--- src/mrm_pkg.sv ---
/*
  Package for the mode register map: addresses, field positions, reset values,
  access classes and readable-bit masks.
  Assumes one core clock domain and a six-bit register address.
*/
package mrm_pkg;
  localparam int ADDR_W = 6;
  localparam int DATA_W = 8;
  localparam int NUM_REGS = 64;

  typedef logic [ADDR_W-1:0] mrm_addr_t;
  typedef logic [DATA_W-1:0] mrm_data_t;

  // access classes
  typedef enum logic [2:0] {
    MRM_ACC_NONE = 3'h0,
    MRM_ACC_RO = 3'h1,
    MRM_ACC_WO = 3'h2,
    MRM_ACC_RW = 3'h3,
    MRM_ACC_TEST = 3'h4
  } mrm_acc_e;

  // register addresses
  localparam mrm_addr_t DEVICE_INFO_A = 6'h00;
  localparam mrm_addr_t DEVICE_FEATURE_ONE_A = 6'h01;
  localparam mrm_addr_t DEVICE_FEATURE_TWO_A = 6'h02;
  localparam mrm_addr_t IO_CONFIG_ONE_A = 6'h03;
  localparam mrm_addr_t REFRESH_AND_TRAINING_A = 6'h04;
  localparam mrm_addr_t MAKER_CODE_A = 6'h05;
  localparam mrm_addr_t REVISION_CODE_ONE_A = 6'h06;
  localparam mrm_addr_t REVISION_CODE_TWO_A = 6'h07;
  localparam mrm_addr_t WIDTH_DENSITY_TYPE_A = 6'h08;
  localparam mrm_addr_t VENDOR_TEST_MODE_A = 6'h09;
  localparam mrm_addr_t IO_CALIBRATION_A = 6'h0A;
  localparam mrm_addr_t TERMINATION_CTRL_A = 6'h0B;
  localparam mrm_addr_t CMD_BUS_VREF_A = 6'h0C;
  localparam mrm_addr_t REGISTER_CONTROL_A = 6'h0D;
  localparam mrm_addr_t DATA_BUS_VREF_A = 6'h0E;
  localparam mrm_addr_t LOWER_BYTE_INVERT_A = 6'h0F;
  localparam mrm_addr_t PARTIAL_REFRESH_BANK_MASK_A = 6'h10;
  localparam mrm_addr_t PARTIAL_REFRESH_SEGMENT_MASK_A = 6'h11;
  localparam mrm_addr_t STROBE_OSC_COUNT_LOW_A = 6'h12;
  localparam mrm_addr_t STROBE_OSC_COUNT_HIGH_A = 6'h13;
  localparam mrm_addr_t UPPER_BYTE_INVERT_A = 6'h14;
  localparam mrm_addr_t VENDOR_USE_A = 6'h15;
  localparam mrm_addr_t TERMINATION_FEATURE_TWO_A = 6'h16;
  localparam mrm_addr_t STROBE_OSC_RUNTIME_A = 6'h17;
  localparam mrm_addr_t ROW_HAMMER_CONTROL_A = 6'h18;
  localparam mrm_addr_t REPAIR_RESOURCES_A = 6'h19;
  localparam mrm_addr_t TEST_RESERVED_A_A = 6'h1E;
  localparam mrm_addr_t RESERVED_FUTURE_A_A = 6'h1F;
  localparam mrm_addr_t CALIB_PATTERN_A_A = 6'h20;
  localparam mrm_addr_t TEST_RESERVED_B_A = 6'h27;
  localparam mrm_addr_t CALIB_PATTERN_B_A = 6'h28;

  // device_info fields
  localparam int INFO_CA_TERM_RANK_FLAG_BIT = 7;
  localparam int INFO_ZQ_HI = 4;
  localparam int INFO_ZQ_LO = 3;
  localparam int INFO_LAT_BIT = 1;
  localparam int INFO_REF_BIT = 0;

  // register_control set point selects
  localparam int SP_OPERATE_BIT = 7;
  localparam int SP_WRITE_BIT = 6;

  // readable-bit masks: reserved bits read zero
  localparam mrm_data_t INFO_RD_MASK = 8'h9B;
  localparam mrm_data_t VREF_RD_MASK = 8'h7F;
  localparam mrm_data_t FULL_RD_MASK = 8'hFF;

  // reset values
  localparam mrm_data_t REG_RESET = 8'h00;
  localparam mrm_data_t VREF_RESET = 8'h5D;
  localparam logic [1:0] ZQ_INFO_RESET = 2'h0;
  // undefined read data is driven as this pattern
  localparam mrm_data_t UNDEF_DATA = 8'h00;

  // per-address classification
  function automatic mrm_acc_e mrm_access(input mrm_addr_t a);
    if (a <= REPAIR_RESOURCES_A) begin
      case (a)
        DEVICE_INFO_A, MAKER_CODE_A, REVISION_CODE_ONE_A, REVISION_CODE_TWO_A,
        WIDTH_DENSITY_TYPE_A, STROBE_OSC_COUNT_LOW_A, STROBE_OSC_COUNT_HIGH_A,
        REPAIR_RESOURCES_A: mrm_access = MRM_ACC_RO;
        REFRESH_AND_TRAINING_A, CMD_BUS_VREF_A, DATA_BUS_VREF_A,
        ROW_HAMMER_CONTROL_A: mrm_access = MRM_ACC_RW;
        default: mrm_access = MRM_ACC_WO;
      endcase
    end else if (a == TEST_RESERVED_A_A || a == TEST_RESERVED_B_A) begin
      mrm_access = MRM_ACC_TEST;
    end else if (a == CALIB_PATTERN_A_A || a == CALIB_PATTERN_B_A) begin
      mrm_access = MRM_ACC_WO;
    end else begin
      mrm_access = MRM_ACC_NONE;
    end
  endfunction

  // registers with two set-point copies
  function automatic logic mrm_dual(input mrm_addr_t a);
    mrm_dual = (a == DEVICE_FEATURE_ONE_A) || (a == DEVICE_FEATURE_TWO_A) ||
               (a == IO_CONFIG_ONE_A) || (a == TERMINATION_CTRL_A) ||
               (a == CMD_BUS_VREF_A) || (a == DATA_BUS_VREF_A) ||
               (a == TERMINATION_FEATURE_TWO_A);
  endfunction
endpackage

--- src/mrm_regs.sv ---
/*
  Mode register file: takes register read and write commands, applies the
  access class of each address and keeps set-point copies.
  Assumes commands are single-cycle strobes synchronous to core_clk and that
  the controller zeroes reserved opcode bits and skips reserved addresses.
  // How it works
  // read command returns addressed register byte
  // write command updates the addressed register
  // access class per address is honoured
  // controller writes reserved bits as zero
  // reserved bits of readable registers read zero
  // reserved or write-only reads give undefined
  // controller never writes future-reserved addresses
  // writes to read-only registers are discarded
  // device info bits: rank, ZQ, latency, refresh
  // write-select picks accessed set-point copy
  // operate-select picks copy driving operation
  // ZQ info cleared on reset, set after latch
  // test and do-not-use writes are ignored
*/
`timescale 1ns/1ns
`default_nettype none
module mrm_regs (
  // clock and reset
  input wire logic core_clk,
  input wire logic rstn,
  // command port
  input wire logic mode_reg_write_cmd,
  input wire logic mode_reg_read_cmd,
  input wire mrm_pkg::mrm_addr_t mr_addr_field,
  input wire mrm_pkg::mrm_data_t wr_opcode,
  // read answer
  output logic rd_valid,
  output mrm_pkg::mrm_data_t rd_data,
  // device status inputs
  input wire logic ca_term_rank_flag,
  input wire logic latency_mode_cap,
  input wire logic refresh_mode_cap,
  input wire logic zq_latch_done,
  input wire logic [1:0] zq_selftest_result,
  input wire mrm_pkg::mrm_data_t maker_code,
  input wire mrm_pkg::mrm_data_t revision_one,
  input wire mrm_pkg::mrm_data_t revision_two,
  input wire mrm_pkg::mrm_data_t width_density,
  input wire mrm_pkg::mrm_data_t osc_count_low,
  input wire mrm_pkg::mrm_data_t osc_count_high,
  input wire mrm_pkg::mrm_data_t repair_res,
  // operating view
  input wire mrm_pkg::mrm_addr_t op_addr,
  output mrm_pkg::mrm_data_t op_data,
  output logic setpoint_operate_select,
  output logic setpoint_write_select
);
  import mrm_pkg::*;

  typedef enum logic [2:0] {
    MRM_IDLE = 3'b001,
    MRM_READ = 3'b010,
    MRM_HOLD = 3'b100
  } mrm_st_e;

  mrm_st_e st_r, st_nxt;
  logic [1:0] zq_info_r, zq_info_nxt;
  logic sp_op_r, sp_op_nxt;
  logic sp_wr_r, sp_wr_nxt;
  logic [2*NUM_REGS-1:0] written_r, written_nxt;
  mrm_acc_e rd_acc_r, rd_acc_nxt;
  mrm_addr_t rd_addr_r, rd_addr_nxt;
  mrm_data_t rd_data_r, rd_data_nxt;
  logic rd_valid_r, rd_valid_nxt;
  logic rd_wrt_r, rd_wrt_nxt;
  mrm_acc_e wr_acc;
  logic store_wr;
  logic [6:0] store_waddr;
  logic [6:0] store_raddr;
  mrm_data_t store_q;
  mrm_data_t ro_val;
  mrm_data_t rd_mask;

  // copy index: address plus set-point bit for dual registers
  function automatic logic [6:0] slot(input mrm_addr_t a, input logic sp);
    slot = {mrm_dual(a) & sp, a};
  endfunction

  assign wr_acc = mrm_access(mr_addr_field);
  // only writable classes reach storage; RO, test, reserved dropped
  assign store_wr = mode_reg_write_cmd &&
                    (wr_acc == MRM_ACC_WO || wr_acc == MRM_ACC_RW);
  assign store_waddr = slot(mr_addr_field, sp_wr_r);
  // read port is shared: the command read wins over the operating view
  assign store_raddr = mode_reg_read_cmd ? slot(mr_addr_field, sp_wr_r) :
                       slot(op_addr, sp_op_r);

  mrm_store u_store (
    .core_clk(core_clk),
    .rstn(rstn),
    .wr_en(store_wr),
    .wr_addr(store_waddr),
    .wr_data(wr_opcode),
    .rd_addr(store_raddr),
    .rd_data(store_q)
  );

  // control state
  always_comb begin
    zq_info_nxt = zq_info_r;
    sp_op_nxt = sp_op_r;
    sp_wr_nxt = sp_wr_r;
    written_nxt = written_r;
    if (zq_latch_done) begin
      zq_info_nxt = zq_selftest_result;
    end
    if (store_wr) begin
      // each set-point copy tracked apart
      written_nxt[store_waddr] = 1'b1;
      if (mr_addr_field == REGISTER_CONTROL_A) begin
        sp_op_nxt = wr_opcode[SP_OPERATE_BIT];
        sp_wr_nxt = wr_opcode[SP_WRITE_BIT];
      end
    end
  end

  always_ff @(posedge core_clk) begin
    if (!rstn) begin
      zq_info_r <= ZQ_INFO_RESET;
      sp_op_r <= 1'b0;
      sp_wr_r <= 1'b0;
      written_r <= '0;
    end else begin
      zq_info_r <= zq_info_nxt;
      sp_op_r <= sp_op_nxt;
      sp_wr_r <= sp_wr_nxt;
      written_r <= written_nxt;
    end
  end

  // read-only values sampled at the command
  always_comb begin
    ro_val = UNDEF_DATA;
    case (mr_addr_field)
      DEVICE_INFO_A: begin
        ro_val[INFO_CA_TERM_RANK_FLAG_BIT] = ca_term_rank_flag;
        ro_val[INFO_ZQ_HI:INFO_ZQ_LO] = zq_info_r;
        ro_val[INFO_LAT_BIT] = latency_mode_cap;
        ro_val[INFO_REF_BIT] = refresh_mode_cap;
      end
      MAKER_CODE_A: ro_val = maker_code;
      REVISION_CODE_ONE_A: ro_val = revision_one;
      REVISION_CODE_TWO_A: ro_val = revision_two;
      WIDTH_DENSITY_TYPE_A: ro_val = width_density;
      STROBE_OSC_COUNT_LOW_A: ro_val = osc_count_low;
      STROBE_OSC_COUNT_HIGH_A: ro_val = osc_count_high;
      REPAIR_RESOURCES_A: ro_val = repair_res;
      default: ro_val = UNDEF_DATA;
    endcase
  end

  // read sequencer: storage read takes one extra cycle
  always_comb begin
    st_nxt = st_r;
    rd_acc_nxt = rd_acc_r;
    rd_addr_nxt = rd_addr_r;
    rd_data_nxt = rd_data_r;
    rd_valid_nxt = 1'b0;
    rd_wrt_nxt = rd_wrt_r;
    rd_mask = (rd_addr_r == CMD_BUS_VREF_A || rd_addr_r == DATA_BUS_VREF_A) ?
              VREF_RD_MASK : FULL_RD_MASK;
    case (st_r)
      MRM_IDLE: begin
        if (mode_reg_read_cmd) begin
          rd_acc_nxt = mrm_access(mr_addr_field);
          rd_addr_nxt = mr_addr_field;
          rd_wrt_nxt = written_r[slot(mr_addr_field, sp_wr_r)];
          rd_data_nxt = ro_val & ((mr_addr_field == DEVICE_INFO_A) ?
                                  INFO_RD_MASK : FULL_RD_MASK);
          st_nxt = MRM_READ;
        end
      end
      MRM_READ: begin
        // storage byte stands only now; the op view takes the port back next
        if (rd_acc_r == MRM_ACC_RW) begin
          // never-written RW copies read the reset pattern
          rd_data_nxt = rd_wrt_r ? (store_q & rd_mask) : REG_RESET;
        end else if (rd_acc_r != MRM_ACC_RO) begin
          rd_data_nxt = UNDEF_DATA;
        end
        st_nxt = MRM_HOLD;
      end
      MRM_HOLD: begin
        rd_valid_nxt = 1'b1;
        st_nxt = MRM_IDLE;
      end
      default: begin
        st_nxt = MRM_IDLE;
      end
    endcase
  end

  always_ff @(posedge core_clk) begin
    if (!rstn) begin
      st_r <= MRM_IDLE;
      rd_acc_r <= MRM_ACC_NONE;
      rd_addr_r <= '0;
      rd_data_r <= REG_RESET;
      rd_valid_r <= 1'b0;
      rd_wrt_r <= 1'b0;
    end else begin
      st_r <= st_nxt;
      rd_acc_r <= rd_acc_nxt;
      rd_addr_r <= rd_addr_nxt;
      rd_data_r <= rd_data_nxt;
      rd_valid_r <= rd_valid_nxt;
      rd_wrt_r <= rd_wrt_nxt;
    end
  end

  assign rd_valid = rd_valid_r;
  assign rd_data = rd_data_r;
  // operating view lags op_addr by one cycle; in the cycle after a read command it shows the read register instead
  assign op_data = store_q;
  assign setpoint_operate_select = sp_op_r;
  assign setpoint_write_select = sp_wr_r;
endmodule
`default_nettype wire

--- src/mrm_store.sv ---
/*
  Small register memory: 128 words of 8 bits, one write port,
  one registered read port.
  Assumes synchronous inputs on core_clk.
*/
`timescale 1ns/1ns
`default_nettype none
module mrm_store (
  // clock and reset
  input wire logic core_clk,
  input wire logic rstn,
  // write port
  input wire logic wr_en,
  input wire logic [6:0] wr_addr,
  input wire logic [7:0] wr_data,
  // read port
  input wire logic [6:0] rd_addr,
  output logic [7:0] rd_data
);
  import mrm_pkg::*;
  logic [7:0] mem_r [0:127];
  logic [7:0] rd_data_r;
  logic [7:0] rd_data_nxt;

  always_comb begin
    rd_data_nxt = mem_r[rd_addr];
  end

  // memory holds no reset; owner keeps valid bits elsewhere
  always_ff @(posedge core_clk) begin
    if (wr_en) begin
      mem_r[wr_addr] <= wr_data;
    end
  end

  always_ff @(posedge core_clk) begin
    if (!rstn) begin
      rd_data_r <= REG_RESET;
    end else begin
      rd_data_r <= rd_data_nxt;
    end
  end

  assign rd_data = rd_data_r;
endmodule
`default_nettype wire
--- config.mk ---
export PLATFORM = sky130hd
export DESIGN_NAME = mrm_regs
export DESIGN_NICKNAME = d
export VERILOG_FILES = /design/src/mrm_pkg.sv /design/src/mrm_regs.sv /design/src/mrm_store.sv
export SDC_FILE = /design/constraint.sdc
export NUM_CORES = 1
export LEC_CHECK = 0
export BUFFER_PORTS_ARGS = -buffer_cell sky130_fd_sc_hd__buf_2
export CAP_MARGIN = 20
export CORE_MARGIN = 2
export CORE_UTILIZATION = 35
export DETAILED_ROUTE_END_ITERATION = 10
export PLACE_DENSITY = 0.54
export SYNTH_ARGS = -nofsm -noshare
export SYNTH_HDL_FRONTEND = slang
export SYNTH_HIERARCHICAL = 1
export SYNTH_SLANG_ARGS = --single-unit
--- constraint.sdc ---
create_clock -name core_clk -period 6.4 [get_ports core_clk]
set_input_delay 0.64 -clock core_clk [delete_from_list [all_inputs] [get_ports core_clk]]
set_output_delay 0.64 -clock core_clk [all_outputs]
set_load 0.01 [all_outputs]
==> out/metrics.yaml <==
status:
  status: "completed"
place:
  placed_area_um2: 47500
  place_ws_ns: 1.57
  gp_congestion: 0.905
  dp.cells: 4223
  dp_hpwl_um: 77200
  port_buffers: 104
grt:
  antenna_found_initial: 3
  grtUsageTotal_pct: 17.9
  grt_pass1_vias: 24700
  grt_max_degree: 102
  grt_pass1_wl_um: 173000
  overflow: 0
floorplanning:
  die_area_um2: 132000
  coreArea_um2: 128000
  start_util_pct: 35.3
  die_h_um: 363
  die_w_um: 363
  rows: 131
  io_pins: 105
sta:
  worst_pin_slew_ns: 1.20
  period_share_pct: 66.7
  max_freq_mhz: 234
  tns_ns: 0
  fin_ws_ns: 2.13
  setup_viol: 0
  skew_ns: 0.0307
  grt_setup_unrepaired: "false"
  drv_slew: 0
  slew_headroom_pct: 19.6
  final.min_clock_period_ns: 4.27
  hold_violations: 0
  timing.hold.ws_ns: 0.219
route:
  drt_pass1_iterations: 6
  vias: 24800
  routed_via_density: 5.60
  routed_wl_um: 119000
  routedWlPerCell_um: 26.9
  drc: 0
  ant_nets: 0
  drt_iter0_drc: 3012
final_layout:
  fin_nets: 2760
  final_cell_mix: "edfxtp_1 (1024), mux4_2 (189), mux2i_1 (187)"
  stdcell_area_um2: 51100
  drive_gt1_share_pct: 20.4
  final_cell_count_no_fill: 4430
  insertedDiodeCount: 0
  fillers: 11300
  ff_latch_area_um2: 32900
  syn_to_final_growth_pct: 13.4
  final_common_cell: "edfxtp_1"
  multi_input_area_um2: 11300
power_and_ir_drop:
  ir_drop_mv: 0.236
  switching_power_w: 0.00343
  power_frac_clock_pct: 41.5
  p_int_w: 0.0122
  switching_share_pct: 22.0
  powerDensity_nw_per_um2: 305
  leakage_nw: 16.6
  comb_power_share_pct: 6.6
  power_frac_seq_pct: 51.9
synth:
  synth_warnings: 6
  synth_nets: 2622
  synth_simple_gate_area_share_pct: 5.81
  syn_inst: 2536
  synthArstFlopShare_pct: 0
  synth-adder-area-share_pct: 0
  synth-compound-area-share_pct: 5.18
  synth_edf_count: 1024
  synthMuxAreaShare_pct: 14.0
  ys_ff_latch: 1130
  synth_top_family_by_area: "multiplexers"
  synth-xor-area-share_pct: 0.0194
  yosysUniqueCellTypes: 75
  syn_area_per_cell_um2: 17.8
  ys_seq_area_share_pct: 73.0
  synth_area_um2: 45100
  synth_flop_cell: "edfxtp_1"
clocking:
  clockBufferDepth: 3
  cts_hold_buf: 0
  postCtsSetupRepairBufs: 0
  cts_buffers: 111
  htreeDepth: 3
  clk_pin_slew_ns: 0.06
  clock_latency_ns: 0.70
  cts_root_buf: "clkbuf_16"
  cts_num_sinks: 1130
  cts_tree: "built"
  cts_resized: 0
flow_run:
  maxCapViolCount: 0
worst_setup_path:
  worstPathRequired_ns: 7.02
  cp_data_arrival_time_ns: 4.89
  end_kind: "flip-flop"
  worstSetupPathType: "input port to flip-flop"
  crit_fanout: 39
  crit_path_start_kind: "input port"
hold_path:
  hold_class: "input port to flip-flop"
==> metal layers <==
metal  track usage [%]  vias to the layer above  share of wire (%)
met5                 0                        -              0.012
met4              4.56                        2                2.5
met3              3.34                      211                7.7
met2              28.4                     1130                 47
met1              25.4                    13000                 43
li1                  -                    10500                  -
==> per-stage QoR <==
| step | util, % | total power [W] |
|---|---|---|
| final | 40.0 | 0.0156 |
| after global routing | 40.0 | 0.0161 |
| after CTS | 40.0 | 0.0157 |
| after detailed placement | 37.2 | 0.00927 |
| after global placement | 37.2 | 0.00926 |
| after floorplan | - | 0.00882 |
==> cells in the mapped netlist, drive strengths merged (12+ instances only) <==
cell type / count / area, µm²
nand3: 44 / 220
clkbuf: 76 / 287
mux4: 189 / 4260
nand2: 123 / 462
dfxtp: 106 / 2120
and2: 56 / 353
a31oi: 12 / 75.1
o22ai: 21 / 131
nor2b: 36 / 225
buf: 80 / 609
nand4: 16 / 100
nor3: 35 / 185
a211oi: 14 / 105
mux2i: 187 / 1870
nor2: 161 / 604
a21oi: 36 / 180
o21ai: 26 / 130
a221oi: 12 / 105
nand2b: 21 / 131
edfxtp: 1024 / 30700
mux2: 15 / 169
a22oi: 98 / 736
==> power by group through the flow <==
| stage | clock network (W) | logic, W | registers (W) |
|---|---|---|---|
| 6_report | 0.00647 | 0.00103 | 0.00808 |
| 5_1_grt | 0.00690 | 0.00108 | 0.00808 |
| 4_1_cts | 0.00662 | 0.00103 | 0.00808 |
| 3_5_place_dp | 0 | 0.00103 | 0.00824 |
| 3_3_place_gp | 0 | 0.00102 | 0.00824 |
| 2_1_floorplan | 0 | 0.000593 | 0.00823 |
==> area by class of cell <==
| cell class | instances | area share [%] |
|---|---|---|
| flip-flops and latches | 1130 | 64.3 |
| multi-input cells | 1241 | 22.1 |
| clock buffers | 139 | 5.86 |
| well taps | 1662 | 4.07 |
| repair buffers | 181 | 2.39 |
| clock inverters | 68 | 1.21 |
| inverters | 9 | 0.0661 |
==> flip-flops by register name, summed over array words and instances, names as in the netlist, 2 cells and up <==
| name | count |
|---|---|
| rd_acc_r | 3 |
| rd_addr_r | 5 |
| rd_data | 8 |
| st_r | 3 |
| u_store/mem_r | 1024 |
| u_store/rd_data | 8 |
| written_r | 73 |
| zq_info_r | 2 |
==> worst max-delay path: stages <==
cell       delay (ns)
buf_2            0.54
nand2b_1         0.22
a21boi_0         0.18
a2bb2oi_1        0.16
o21ai_1          0.40
nand2_1          0.16
inv_1            0.55
o2bb2ai_1        0.21
buf_4            0.24
nand3_1          0.28
a221oi_1         0.36
nand2_1          0.15
o21ai_0          0.34
a2111oi_0        0.25
a31oi_1          0.20
==> path summary, 6_finish.rpt <==
kind	from	endpoint	slack, ns	depth (start not counted)
setup reg to reg	setpoint_write_select	u_store/rd_data[7]	2.63	11
setup / recovery	mr_addr_field[1]	u_store/rd_data[7]	2.13	15
hold / removal	zq_selftest_result[1]	zq_info_r[1]	0.22	3
hold reg to reg	written_r[9]	written_r[9]	0.45	2
==> cells by family after synthesis <==
logic type | Yosys count
AO/OA/AOI/OAI | 314
XOR/XNOR | 1
buffers and inverters | 165
flip-flops | 1130
multiplexers | 391
AND/OR/NAND/NOR | 535
(Power assumes the default switching activity.)
